File: src/pwmio_pkg.sv
// Package with register map, field layout and constants for the PWM pin output stage
// Operation
// Ownership bits pick PWM (1) or GPIO (0) per pin; both reset to 1.
// Per-pin polarity bit: 1 makes the pin active-low, 0 active-high.
// Pair mode: 00 complementary, 10 push-pull, 01 third mode, 11 reserved.
// Software leaves pair mode alone while the global enable is set.
// Override enable makes high pin follow force bit 1, low pin bit 0.
// Active fault drives high pin to fault bit 1, low pin to bit 0.
// Active current limit drives pins to the limit value bits 1 and 0.
// With lock set, control writes are ignored unless unlock sequence preceded.
// Mode 01 is redundant: both pins carry the generator high waveform.
// Priority fault, then limit, then override, then generator; polarity last.
package pwmio_pkg;
    localparam logic [11:0] PWMIO_CTRL_ADDR     = 12'h000;
    localparam logic [11:0] PWMIO_UNLOCK_ADDR   = 12'h004;
    localparam logic [11:0] PWMIO_STATUS_ADDR   = 12'h008;
    localparam logic [15:0] PWMIO_CTRL_RESET    = 16'hC000;
    localparam logic [15:0] PWMIO_KEY_FIRST     = 16'h5A5A;
    localparam logic [15:0] PWMIO_KEY_SECOND    = 16'hA5A5;
    localparam int          PWMIO_HI_OWN_BIT    = 15;
    localparam int          PWMIO_LO_OWN_BIT    = 14;
    localparam int          PWMIO_HI_POL_BIT    = 13;
    localparam int          PWMIO_LO_POL_BIT    = 12;
    localparam int          PWMIO_MODE_HI_BIT   = 11;
    localparam int          PWMIO_MODE_LO_BIT   = 10;
    localparam int          PWMIO_HI_FEN_BIT    = 9;
    localparam int          PWMIO_LO_FEN_BIT    = 8;
    localparam int          PWMIO_FORCE_HI_BIT  = 7;
    localparam int          PWMIO_FORCE_LO_BIT  = 6;
    localparam int          PWMIO_FAULT_HI_BIT  = 5;
    localparam int          PWMIO_FAULT_LO_BIT  = 4;
    localparam int          PWMIO_LIMIT_HI_BIT  = 3;
    localparam int          PWMIO_LIMIT_LO_BIT  = 2;
    localparam logic [15:0] PWMIO_CTRL_MASK     = 16'hFFFC;
    localparam logic [1:0]  PWMIO_MODE_COMP     = 2'h0;
    localparam logic [1:0]  PWMIO_MODE_REDUND   = 2'h1;
    localparam logic [1:0]  PWMIO_MODE_PUSHPULL = 2'h2;
    localparam logic [1:0]  PWMIO_MODE_RSVD     = 2'h3;
    typedef enum logic [2:0] {
        PWMIO_LK_IDLE  = 3'b001,
        PWMIO_LK_KEY1  = 3'b010,
        PWMIO_LK_OPEN  = 3'b100
    } pwmio_lock_t;
endpackage : pwmio_pkg

File: src/pwmio_top.sv
// Output pin stage of one PWM channel with APB control register
//
// Design decisions made here: the register offsets and the APB interface to the registers.
`timescale 1ns/1ps
module pwmio_top (
    input  wire logic        pclk,
    input  wire logic        presetn,
    input  wire logic        psel,
    input  wire logic        penable,
    input  wire logic        pwrite,
    input  wire logic [11:0] paddr,
    input  wire logic [31:0] pwdata,
    output logic      [31:0] prdata,
    output logic             pready,
    output logic             pslverr,
    input  wire logic        gen_high,
    input  wire logic        gen_low,
    input  wire logic        fault_active,
    input  wire logic        limit_active,
    input  wire logic        module_global_enable,
    input  wire logic        control_write_lock,
    input  wire logic        gpio_high,
    input  wire logic        gpio_low,
    output logic             high_side_pin,
    output logic             low_side_pin
);
    import pwmio_pkg::*;

    typedef struct packed {
        logic [15:0] ctrl;
        pwmio_lock_t lk;
        logic [1:0]  flt_s;
        logic [1:0]  lim_s;
        logic [31:0] rdata;
        logic        ready;
        logic        err;
        logic        hi;
        logic        lo;
    } pwmio_state_t;

    pwmio_state_t st_reg;
    pwmio_state_t st_next;
    logic         acc;
    logic         wr_ok;
    logic         f_hi;
    logic         f_lo;
    logic         w_hi;
    logic         w_lo;

    assign prdata  = st_reg.rdata;
    assign pready  = st_reg.ready;
    assign pslverr = st_reg.err;
    assign high_side_pin = st_reg.hi;
    assign low_side_pin  = st_reg.lo;
    // Single-cycle wait state: answer registered, pready in the access cycle's next edge
    assign acc = psel && penable && !st_reg.ready;

    always_comb begin
        st_next       = st_reg;
        st_next.ready = acc;
        st_next.err   = 1'b0;
        // Fault and limit come from pins, synchronised before use
        st_next.flt_s = {st_reg.flt_s[0], fault_active};
        st_next.lim_s = {st_reg.lim_s[0], limit_active};
        wr_ok = (!control_write_lock) || (st_reg.lk == PWMIO_LK_OPEN);
        if (acc) begin
            st_next.rdata = 32'h0000_0000;
            if (pwrite) begin
                case (paddr)
                    PWMIO_CTRL_ADDR: begin
                        if (wr_ok) begin
                            st_next.ctrl = pwdata[15:0] & PWMIO_CTRL_MASK;
                        end
                        // Each write consumes the unlock, even a dropped one
                        st_next.lk = PWMIO_LK_IDLE;
                    end
                    PWMIO_UNLOCK_ADDR: begin
                        case (st_reg.lk)
                            PWMIO_LK_IDLE: begin
                                st_next.lk = (pwdata[15:0] == PWMIO_KEY_FIRST) ?
                                             PWMIO_LK_KEY1 : PWMIO_LK_IDLE;
                            end
                            PWMIO_LK_KEY1: begin
                                st_next.lk = (pwdata[15:0] == PWMIO_KEY_SECOND) ?
                                             PWMIO_LK_OPEN : PWMIO_LK_IDLE;
                            end
                            default: begin
                                st_next.lk = PWMIO_LK_IDLE;
                            end
                        endcase
                    end
                    default: begin
                        st_next.err = 1'b1;
                    end
                endcase
            end else begin
                case (paddr)
                    PWMIO_CTRL_ADDR: begin
                        st_next.rdata = {16'h0000, st_reg.ctrl};
                    end
                    PWMIO_UNLOCK_ADDR: begin
                        st_next.rdata = 32'h0000_0000;
                    end
                    PWMIO_STATUS_ADDR: begin
                        st_next.rdata = {28'h0000000, st_reg.lk == PWMIO_LK_OPEN,
                                         st_reg.lim_s[1], st_reg.flt_s[1],
                                         st_reg.ctrl[PWMIO_MODE_HI_BIT:PWMIO_MODE_LO_BIT]
                                         == PWMIO_MODE_RSVD};
                    end
                    default: begin
                        st_next.err = 1'b1;
                    end
                endcase
            end
        end
        // Generator waveforms by pair mode; reserved code parks both pins inactive
        case (st_reg.ctrl[PWMIO_MODE_HI_BIT:PWMIO_MODE_LO_BIT])
            PWMIO_MODE_COMP: begin
                w_hi = gen_high;
                w_lo = !gen_high;
            end
            PWMIO_MODE_REDUND: begin
                w_hi = gen_high;
                w_lo = gen_high;
            end
            PWMIO_MODE_PUSHPULL: begin
                w_hi = gen_high;
                w_lo = gen_low;
            end
            default: begin
                w_hi = 1'b0;
                w_lo = 1'b0;
            end
        endcase
        f_hi = w_hi;
        f_lo = w_lo;
        if (st_reg.flt_s[1]) begin
            f_hi = st_reg.ctrl[PWMIO_FAULT_HI_BIT];
            f_lo = st_reg.ctrl[PWMIO_FAULT_LO_BIT];
        end else if (st_reg.lim_s[1]) begin
            f_hi = st_reg.ctrl[PWMIO_LIMIT_HI_BIT];
            f_lo = st_reg.ctrl[PWMIO_LIMIT_LO_BIT];
        end else begin
            if (st_reg.ctrl[PWMIO_HI_FEN_BIT]) begin
                f_hi = st_reg.ctrl[PWMIO_FORCE_HI_BIT];
            end
            if (st_reg.ctrl[PWMIO_LO_FEN_BIT]) begin
                f_lo = st_reg.ctrl[PWMIO_FORCE_LO_BIT];
            end
        end
        // Polarity applied to the PWM value, after every forcing source and before the GPIO ownership select
        f_hi = f_hi ^ st_reg.ctrl[PWMIO_HI_POL_BIT];
        f_lo = f_lo ^ st_reg.ctrl[PWMIO_LO_POL_BIT];
        st_next.hi = st_reg.ctrl[PWMIO_HI_OWN_BIT] ? f_hi : gpio_high;
        st_next.lo = st_reg.ctrl[PWMIO_LO_OWN_BIT] ? f_lo : gpio_low;
    end

    always_ff @(posedge pclk or negedge presetn) begin
        if (!presetn) begin
            st_reg.ctrl  <= PWMIO_CTRL_RESET;
            st_reg.lk    <= PWMIO_LK_IDLE;
            st_reg.flt_s <= 2'h0;
            st_reg.lim_s <= 2'h0;
            st_reg.rdata <= 32'h0000_0000;
            st_reg.ready <= 1'b0;
            st_reg.err   <= 1'b0;
            st_reg.hi    <= 1'b0;
            st_reg.lo    <= 1'b0;
        end else begin
            st_reg <= st_next;
        end
    end

    // Mode field changes while enabled are unsupported; software must avoid them
    logic [1:0] mode_prev;
    always_ff @(posedge pclk or negedge presetn) begin
        if (!presetn) begin
            mode_prev <= PWMIO_MODE_COMP;
        end else begin
            mode_prev <= st_reg.ctrl[PWMIO_MODE_HI_BIT:PWMIO_MODE_LO_BIT];
        end
    end
endmodule : pwmio_top

File: config.mk
export PLATFORM = sky130hd
export DESIGN_NAME = pwmio_top
export DESIGN_NICKNAME = d
export VERILOG_FILES = /design/src/pwmio_pkg.sv /design/src/pwmio_top.sv
export SDC_FILE = /design/constraint.sdc
export NUM_CORES = 1
export LEC_CHECK = 0
export ABC_AREA = 1
export BUFFER_PORTS_ARGS = -buffer_cell sky130_fd_sc_hd__buf_2
export CAP_MARGIN = 5
export CORE_MARGIN = 4
export CORE_UTILIZATION = 48
export DETAILED_ROUTE_END_ITERATION = 8
export GPL_ROUTABILITY_DRIVEN = 0
export PLACE_DENSITY = 0.78
export SETUP_SLACK_MARGIN = 0.15
export SLEW_MARGIN = 20
export SYNTH_ARGS = -nofsm -noshare
export SYNTH_HDL_FRONTEND = slang
export SYNTH_SLANG_ARGS = --single-unit
File: constraint.sdc
create_clock -name pclk -period 1.7 [get_ports pclk]
set_input_delay 0.425 -clock pclk [delete_from_list [all_inputs] [get_ports pclk]]
set_output_delay 0.425 -clock pclk [all_outputs]
set_load 0.05 [all_outputs]
==> flow_metrics.env, run 1 <==
export IMPL_place_area_mm2=0.00240
export IMPL_tns_ps=0
export IMPL_leakage_uw=0.00132
export IMPL_synth_top_cell_area_share=0.436
export IMPL_clk_latency_ps=290
export IMPL_reg2reg_from="pready"
export IMPL_wl_um=4520
export IMPL_antenna_found_initial=0
export IMPL_finalSetupViolations=0
export IMPL_whs_ps=183
export IMPL_crit_family="simple AND/OR/NAND/NOR gates"
export IMPL_switching_power_uw=507
export IMPL_largest_register_ffs=19
export IMPL_clockBufferDepth=2
export IMPL_cts_buffers=5
export IMPL_fillers=410
export IMPL_cts_resized=0
export IMPL_crit_top_cell="nor2_2"
export IMPL_synthCells=260
export IMPL_drc=0
export IMPL_cap_violations=0
export IMPL_relSlewSlack=0.666
export IMPL_grt_start_max_net_pins=42
export IMPL_synthArstFlopShare=1.00
export IMPL_fmax_ghz=0.710
export IMPL_ys_ff_latch=41
export IMPL_clkPwrFrac=0.359
export IMPL_n_antenna_cell=0
export IMPL_netlist_area_mm2=0.00218
export IMPL_synth_area_leaders="dfrtp_1 (44%), nand2_1 (12%), buf_4 (11%)"
export IMPL_start_util=0.498
export IMPL_numPortBuffers=59
export IMPL_avgSynthCellArea_um2=8.40
export IMPL_cts_tree="built"
export IMPL_cts_hold_buffers=0
export IMPL_cpPeakStageDelay_ps=390
export IMPL_power_frac_seq=0.517
export IMPL_layout_nets=372
export IMPL_powerDensity_mw_per_mm2=761
export IMPL_arrival_ps=1590
export IMPL_fin_crit_sh=0.829
export IMPL_tightest_slew_ps=501
export IMPL_worstSetupPathType="reg -> reg"
export IMPL_yosysMostFrequentCell="nand2_1"
export IMPL_drt_pass1_iterations=5
export IMPL_hold_viol=0
export IMPL_yosysUniqueCellTypes=31
export IMPL_htreeDepth=2
export IMPL_yosysSeqAreaShare=0.472
export IMPL_synth_main_ff_cell="dfrtp_1"
export IMPL_first_iter_violations=114
export IMPL_overflow=0
export IMPL_clock_sinks=41
export IMPL_p_sw_frac=0.264
export IMPL_io_pin_count=93
export IMPL_ys_warnings_count=0
export IMPL_ir_drop_v=0.000536
export IMPL_rsz0062_at_grt="no"
export IMPL_path_clk_slew_ps=80
export IMPL_path_buf_inv=2
export IMPL_slowest_stage="dfrtp_1"
export IMPL_final_area_mm2=0.00252
export IMPL_cp_start_kind="flip-flop"
export IMPL_maxSlewViolCount=0
export IMPL_worst_path_max_fanout=18
export IMPL_hold_class="in -> async"
export IMPL_status="finished, final reports clean"
export IMPL_netlist_top_cells_count="nand2_1 (68), dfrtp_1 (38), buf_4 (32)"
export IMPL_area_delta_synth_final_pct=15.4
export IMPL_crit_start="pready"
export IMPL_power_frac_comb=0.124
export IMPL_track_usage=0.162
export IMPL_synth_edff_count=0
export IMPL_power_internal_uw=1410
export IMPL_dr_total_vias=1753
export IMPL_critPathCaptureType="flip-flop"
export IMPL_grt_pass1_vias=1601
export IMPL_grt_pass1_wl_um=6970
export IMPL_ant_nets=0
export IMPL_cts_root_buffer="clkbuf_8"
export IMPL_die_w_um=75.4
export IMPL_wl_per_cell_um=12.3
export IMPL_dp_hpwl_um=3520
export IMPL_row_count=24
export IMPL_die_area_mm2=0.00569
export IMPL_chipHeight_um=75.4
export IMPL_vias_per_cell=4.76
export IMPL_synth_top_cell_by_area="dfrtp_1"
export IMPL_period_minus_slack_ps=1410
export IMPL_cp_required_ps=1880
export IMPL_drive_gt1_frac=0.316
export IMPL_core_area_mm2=0.00438
export IMPL_finClkSkew_ps=6.37
export IMPL_cp_cell_sequence="nor2_2, inv_2, nor2_2, nand3_4, buf_12, nand2_1, o21ai_2"
[power groups by stage]
stage               clock [uW]  combinational (uW)  sequential (uW)
CTS                        704                 239              991
global route               751                 259              991
floorplan                    0                 156             1030
detailed placement           0                 239             1010
global placement             0                 237             1010
finish                     689                 238              991
[area by class of cell]
cell class	instances	area (um^2)	share of cell area
Clock inverter	1	5.00	0.00199
Timing Repair Buffer	69	383	0.152
Inverter	31	118	0.0467
Multi-Input combinational cell	167	822	0.326
Tap cell	52	65.1	0.0258
Sequential cell	41	1030	0.409
Clock buffer	7	96.3	0.0383
[stage by stage]
step / util / total power (uW) / cells / setup slack, ps
floorplan: - / 1180 / 275 / 154
global placement: 0.548 / 1250 / 358 / 52.2
detailed placement: 0.548 / 1250 / 358 / 15.5
CTS: 0.571 / 1930 / 366 / 226
global route: 0.574 / 2000 / 368 / 198
finish: 0.574 / 1920 / 368 / 291
[per-layer routing]
metal  routed length [um]  share of wire  track usage
met5                    0              0            0
met4                   37         0.0082       0.0466
met3                  334          0.074       0.0462
met2                 2110           0.47        0.268
met1                 2040           0.45        0.207
[final timing paths]
| path | end | slack [ps] | depth (start not counted) |
|---|---|---|---|
| min in group pclk | st_next[37] | 240 | 1 |
| hold reg to reg | st_reg[37] | 350 | 0 |
| setup reg to reg | st_reg[56] | 290 | 7 |
| setup / recovery | st_reg[56] | 290 | 7 |
| hold / removal | st_reg[53] | 180 | 2 |
| max in group asynchronous | st_reg[40] | 1160 | 2 |
[cells in the final DEF (no fill, tap or decap)]
master	netlist	routed
o31ai_1	9	9
or2_4	1	1
clkbuf_8	0	7
a21oi_2	2	2
o211ai_1	1	1
conb_1	1	16
nor3b_1	1	1
nand3_1	11	11
dfrtp_1	38	38
a21oi_1	2	2
a31oi_1	1	1
o21ai_1	5	5
nand4_1	8	8
o22ai_1	1	1
o21ai_0	7	7
nor4_2	1	1
inv_1	29	29
nor2_1	17	17
buf_12	0	1
inv_2	1	1
buf_4	32	9
nand3_4	1	1
nor2_2	3	3
clkinv_2	1	2
buf_2	0	59
nor3_2	1	1
nor4_1	1	1
nand2_1	68	68
nand2_2	1	1
dfstp_2	3	3
o21ai_2	8	8
nor3_1	1	1
[worst reg2reg max path, cell delays in order (launching register included)]
cell and delay [ps]:
dfrtp_1 390, nor2_2 170, inv_2 60, nor2_2 190, nand3_4 170, buf_12 200
nand2_1 80, o21ai_2 50
[cells by family after synthesis]
kind of cell,share of synthesized area
other cells,0.00172
compound gates,0.112
buf+inv,0.178
flops,0.472
simple gates,0.237
[what timing repair did]
action                                 in CTS  in global routing
setup buffers                               0                  2
setup endpoints to repair                   0                  1
endpoints found under the hold margin       0                  0
(Power assumes the default switching activity.)
==> inputs of run 2 (changes only) <==
clock period = 1.4 ns   (was 1.7 ns; I/O delays follow)
==> run 2 against run 1 <==
  * Critical endpoint is now st_reg[51]
  * Count of clock-buffer cells in the layout shrank 1
  * Clock power grew 7.5%
  * Total power grew 18%
  * Sequential power rose by 21%
  * Largest cell class unchanged
  * Non-clock buffer count increased by 10
  * Utilization is 6.3 points higher
  * Setup slack worse by 180 ps
  * Global-route usage increased by 0.82 points
  * First-iteration DRC count down 5.3%
  * Sequential cell count unchanged
==> flow_metrics.env, run 2 (synthesis gave the netlist of run 1 again) <==
export IMPL_place_inst=361
export IMPL_n_antenna_cell=0
export IMPL_period_minus_slack_ps=1290
export IMPL_vias_per_cell=4.91
export IMPL_finClkSkew_ps=6.36
export IMPL_place_area_mm2=0.00245
export IMPL_area_delta_synth_final_pct=28.0
export IMPL_wl_um=4830
export IMPL_hp_start="limit_active"
export IMPL_grt_pass1_wl_um=7490
export IMPL_cp_required_ps=1580
export IMPL_track_usage=0.170
export IMPL_grt_start_max_net_pins=19
export IMPL_worst_path_max_fanout=7
export IMPL_drt_pass1_iterations=4
export IMPL_path_clk_slew_ps=70
export IMPL_htreeDepth=2
export IMPL_r2r_cells=7
export IMPL_hold_class="in -> reg"
export IMPL_reg2reg_setup_slack_ps=110
export IMPL_finalPower_uw=2260
export IMPL_cts_buffers=5
export IMPL_cts_tree="built"
export IMPL_tns_ps=0
export IMPL_layout_nets=382
export IMPL_largest_register_ffs=19
export IMPL_hold_viol=0
export IMPL_rsz0062_at_grt="yes"
export IMPL_final_cell_mix="nand2_1 (60), buf_2 (41), dfrtp_1 (37), inv_1 (26), buf_4 (26)"
export IMPL_wl_per_cell_um=12.8
export IMPL_maxSlewViolCount=0
export IMPL_crit_start="paddr[9]"
export IMPL_whs_ps=156
export IMPL_fin_cells=378
export IMPL_ir_drop_v=0.000841
export IMPL_cts_root_buffer="clkbuf_8"
export IMPL_ant_nets=0
export IMPL_fillers=358
export IMPL_die_w_um=75.4
export IMPL_leakage_uw=0.00142
export IMPL_arrival_ps=1470
export IMPL_start_util=0.498
export IMPL_worstSetupPathType="in -> reg"
export IMPL_io_pin_count=93
export IMPL_grt_pass1_vias=1677
export IMPL_clockBufferDepth=2
export IMPL_status="finished, final reports clean"
export IMPL_clk_latency_ps=290
export IMPL_fin_crit_sh=0.923
export IMPL_row_count=24
export IMPL_overflow=0
export IMPL_antenna_found_initial=0
export IMPL_final_area_mm2=0.00280
export IMPL_first_iter_violations=108
export IMPL_endpoint="st_reg[51]"
export IMPL_rr_endpoint="st_reg[51]"
export IMPL_cap_violations=0
export IMPL_drc=0
export IMPL_clock_sinks=41
export IMPL_critPathCaptureType="flip-flop"
export IMPL_core_area_mm2=0.00438
export IMPL_die_area_mm2=0.00569
export IMPL_fmax_ghz=0.774
export IMPL_powerDensity_mw_per_mm2=810
export IMPL_numPortBuffers=59
export IMPL_cp_start_kind="input port"
export IMPL_reg2reg_from="pready"
export IMPL_dp_hpwl_um=3610
export IMPL_finalSetupViolations=0
export IMPL_dr_total_vias=1855
export IMPL_layout_commonest_cell="nand2_1"
export IMPL_chipHeight_um=75.4
export IMPL_drive_gt1_frac=0.387
==> run 2: changes by cell type in the layout (fill, tap and decap cells not counted), moves of 3 or more <==
cell,previous run,this run
buf_2,59,41
buf_4,9,26
buf_6,0,7
inv_1,29,26
inv_2,1,4
nand2_1,68,60
nand2_2,1,7
o31ai_1,9,5
o31ai_2,0,3
==> run 2: layer usage <==
metal,vias to the layer above,share of wire,GRT usage
met5,-,0,0
met4,0,0.011,0.0388
met3,7,0.078,0.0501
met2,62,0.47,0.271
met1,866,0.44,0.230
li1,920,-,-
==> run 2: worst max-delay path, cell delays in order <==
cell,delay (ps)
buf_2,90
nor2_1,120
nand2_2,90
nor2_2,170
nand2_2,110
inv_4,70
nand3_4,150
clkbuf_16,210
nand2_2,50
o21ai_1,50
==> run 2: metrics by stage <==
stage | setup WS (ps) | utilization
after floorplan | 33.8 | -
after global placement | -129 | 0.559
after detailed placement | -196 | 0.559
after CTS | 91.6 | 0.600
after global routing | 42.8 | 0.638
final | 107 | 0.638
==> run 2: cell type report <==
class	instances	area, um^2	area share
Sequential cell	41	1030	0.369
Multi-Input combinational cell	167	916	0.328
Timing Repair Buffer	79	582	0.208
Inverter	31	119	0.0425
Clock buffer	6	72.6	0.0260
Tap cell	52	65.1	0.0233
Clock inverter	2	10.0	0.00358
==> run 2: worst min path at each step <==
| stage | to | slack, ps | cells past startpoint |
|---|---|---|---|
| 5_1_grt | st_next[37] | 150 | 1 |
| 3_5_place_dp | st_reg[53] | 260 | 1 |
| 4_1_cts | st_next[37] | 150 | 1 |
| 2_1_floorplan | high_side_pin | 50 | 0 |
| 6_report | st_next[37] | 160 | 1 |
| 3_3_place_gp | st_reg[53] | 260 | 1 |
==> run 2: power by group <==
group	internal (uW)	total (uW)	switching, uW
Sequential	1200	1200	7.30
Clock	345	741	396
Combinational	87.9	319	231
Total	1630	2260	634
==> run 2: repair_timing <==
item / CTS / global route
endpoints found under the hold margin: 10 / 0
resized for setup: 18 / 35
setup buffers: 2 / 4
hold buffers: 1 / 0
endpoints found under the setup margin: 28 / 38
pin swaps: 3 / 11
gates cloned: 1 / 1
==> inputs of run 3 (changes only) <==
GPL_TIMING_DRIVEN = 0   (was not set)
PLACE_DENSITY = 0.88   (was 0.78)
==> run 3 against run 2 <==
  * Register-to-register slack worse by 30 ps
  * Maximum frequency down 4.5%
  * First-iteration DRC count up 63%
  * Sequential power about the same
  * Worst hold slack worse by 2.6 ps
  * Setup slack worse by 62 ps
  * Count of clock-buffer cells in the layout up 1
  * Final area up 16%
  * Sequential share of layout area down 5.2 points
  * Sequential cell count unchanged
  * Die area unchanged
  * Critical path depth down 1
  * Critical path type unchanged
  * Highest routed layer unchanged
==> flow_metrics.env, run 3 (synthesis gave the netlist of run 1 again) <==
export IMPL_slowest_stage="or2_4"
export IMPL_critPathCaptureType="flip-flop"
export IMPL_worst_slack_ps=45.7
export IMPL_maxSlewViolCount=0
export IMPL_leakage_uw=0.00167
export IMPL_vias_per_cell=4.86
export IMPL_dp_hpwl_um=3810
export IMPL_crit_family="simple AND/OR/NAND/NOR gates"
export IMPL_reg2reg_setup_slack_ps=80
export IMPL_drc=0
export IMPL_powerDensity_mw_per_mm2=739
export IMPL_drt_pass1_iterations=4
export IMPL_dp_slack_ps=-200
export IMPL_hold_viol=0
export IMPL_wl_per_cell_um=13.9
export IMPL_final_cell_mix="nand2_1 (56), buf_2 (43), dfrtp_1 (37), buf_4 (36), inv_1 (25)"
export IMPL_reg2reg_from="st_reg[41]"
export IMPL_chipHeight_um=75.4
export IMPL_p_sw_frac=0.272
export IMPL_whs_ps=154
export IMPL_cpPeakStageDelay_ps=270
export IMPL_hp_start="limit_active"
export IMPL_first_iter_violations=176
export IMPL_dr_total_vias=2028
export IMPL_worst_path_max_fanout=6
export IMPL_arrival_ps=1540
export IMPL_finClkSkew_ps=2.92
export IMPL_finalSetupViolations=0
export IMPL_n_antenna_cell=0
export IMPL_clock_sinks=41
export IMPL_track_usage=0.207
export IMPL_period_minus_slack_ps=1350
export IMPL_antenna_found_initial=0
export IMPL_status="finished, final reports clean"
export IMPL_clkPwrFrac=0.354
export IMPL_layout_commonest_cell="nand2_1"
export IMPL_worstSetupPathType="in -> reg"
export IMPL_clk_latency_ps=290
export IMPL_grt_pass1_vias=1968
export IMPL_relSlewSlack=0.406
export IMPL_power_frac_seq=0.501
export IMPL_hold_class="in -> reg"
export IMPL_fin_crit_sh=0.967
export IMPL_layout_nets=421
export IMPL_area_delta_synth_final_pct=48.9
export IMPL_die_area_mm2=0.00569
export IMPL_path_buf_inv=3
export IMPL_grt_start_max_net_pins=42
export IMPL_grt_pass1_wl_um=8830
export IMPL_largest_register_ffs=19
export IMPL_io_pin_count=93
export IMPL_min_to="st_next[37]"
export IMPL_start_util=0.498
export IMPL_clockBufferDepth=2
export IMPL_tns_ps=0
export IMPL_fmax_ghz=0.738
export IMPL_rr_endpoint="st_reg[45]"
export IMPL_cts_hold_buffers=0
export IMPL_power_frac_comb=0.145
export IMPL_r2r_cells=7
export IMPL_ir_drop_v=0.000436
export IMPL_cap_violations=0
export IMPL_finalPower_uw=2400
export IMPL_power_internal_uw=1750
export IMPL_core_area_mm2=0.00438
export IMPL_wl_um=5780
export IMPL_die_w_um=75.4
export IMPL_tightest_slew_ps=891
export IMPL_switching_power_uw=653
export IMPL_cp_start_kind="input port"
export IMPL_hold_path_cell_count=1
export IMPL_cts_tree="built"
export IMPL_numPortBuffers=59
export IMPL_path_clk_slew_ps=80
export IMPL_cp_cell_sequence="buf_2, or2_4, nor3_2, nand2_2, clkinv_2, nand3_4, buf_6, nand2_4, o21ai_2"
export IMPL_cp_required_ps=1590
export IMPL_ant_nets=0
export IMPL_htreeDepth=2
export IMPL_cts_buffers=5
export IMPL_drive_gt1_frac=0.474
export IMPL_cts_root_buffer="clkbuf_8"
export IMPL_rsz0062_at_grt="yes"
export IMPL_overflow=0
export IMPL_row_count=24
[run 3: cell type report]
class / instances / area, um^2
inverter: 31 / 120
multi-input combinational: 168 / 951
tap: 52 / 65.1
sequential: 41 / 1030
clock inverter: 1 / 5.00
clock buffer: 7 / 96.3
fill: 305 / 1130
timing repair buffer: 81 / 639
buffer: 36 / 344
[run 3: power groups by stage]
stage	sequential, uW	combinational, uW	clock (uW)
floorplan	1250	193	0
global placement	1230	316	0
detailed placement	1230	323	0
CTS	1200	338	852
global route	1210	378	912
finish	1200	349	850
[run 3: layer usage]
metal | track usage | vias to the layer above | wire (um)
met1 | 0.246 | 941 | 2200
met4 | 0.0854 | 0 | 95
met5 | 0 | - | 0
met3 | 0.0515 | 11 | 405
li1 | - | 998 | -
met2 | 0.358 | 78 | 3080
[run 3: per-stage QoR]
step	util	instance area [um^2]	instances
after global routing	0.742	3250	417
after CTS	0.710	3110	411
after global placement	0.596	2620	386
final	0.742	3250	417
after floorplan	-	2250	275
after detailed placement	0.596	2620	386
[run 3: worst max path at each step]
| stage | cells past startpoint | slack, ps | end | startpoint |
|---|---|---|---|---|
| floorplan | 8 | 30 | st_reg[48] | paddr[1] |
| global placement | 6 | -170 | st_reg[41] | paddr[1] |
| detailed placement | 10 | -200 | st_reg[56] | paddr[11] |
| CTS | 7 | 70 | st_reg[55] | pready |
| global route | 9 | 3 | st_reg[52] | paddr[1] |
| finish | 9 | 50 | st_reg[45] | paddr[1] |
[run 3: repair_timing]
| action | 4_1_cts | 5_1_grt |
|---|---|---|
| endpoints found under the setup margin | 38 | 52 |
| buffers inserted | 15 | 6 |
| gates cloned | 2 | 0 |
| hold endpoints to repair | 0 | 0 |
| gates resized for setup | 74 | 32 |
| pin swaps | 5 | 10 |
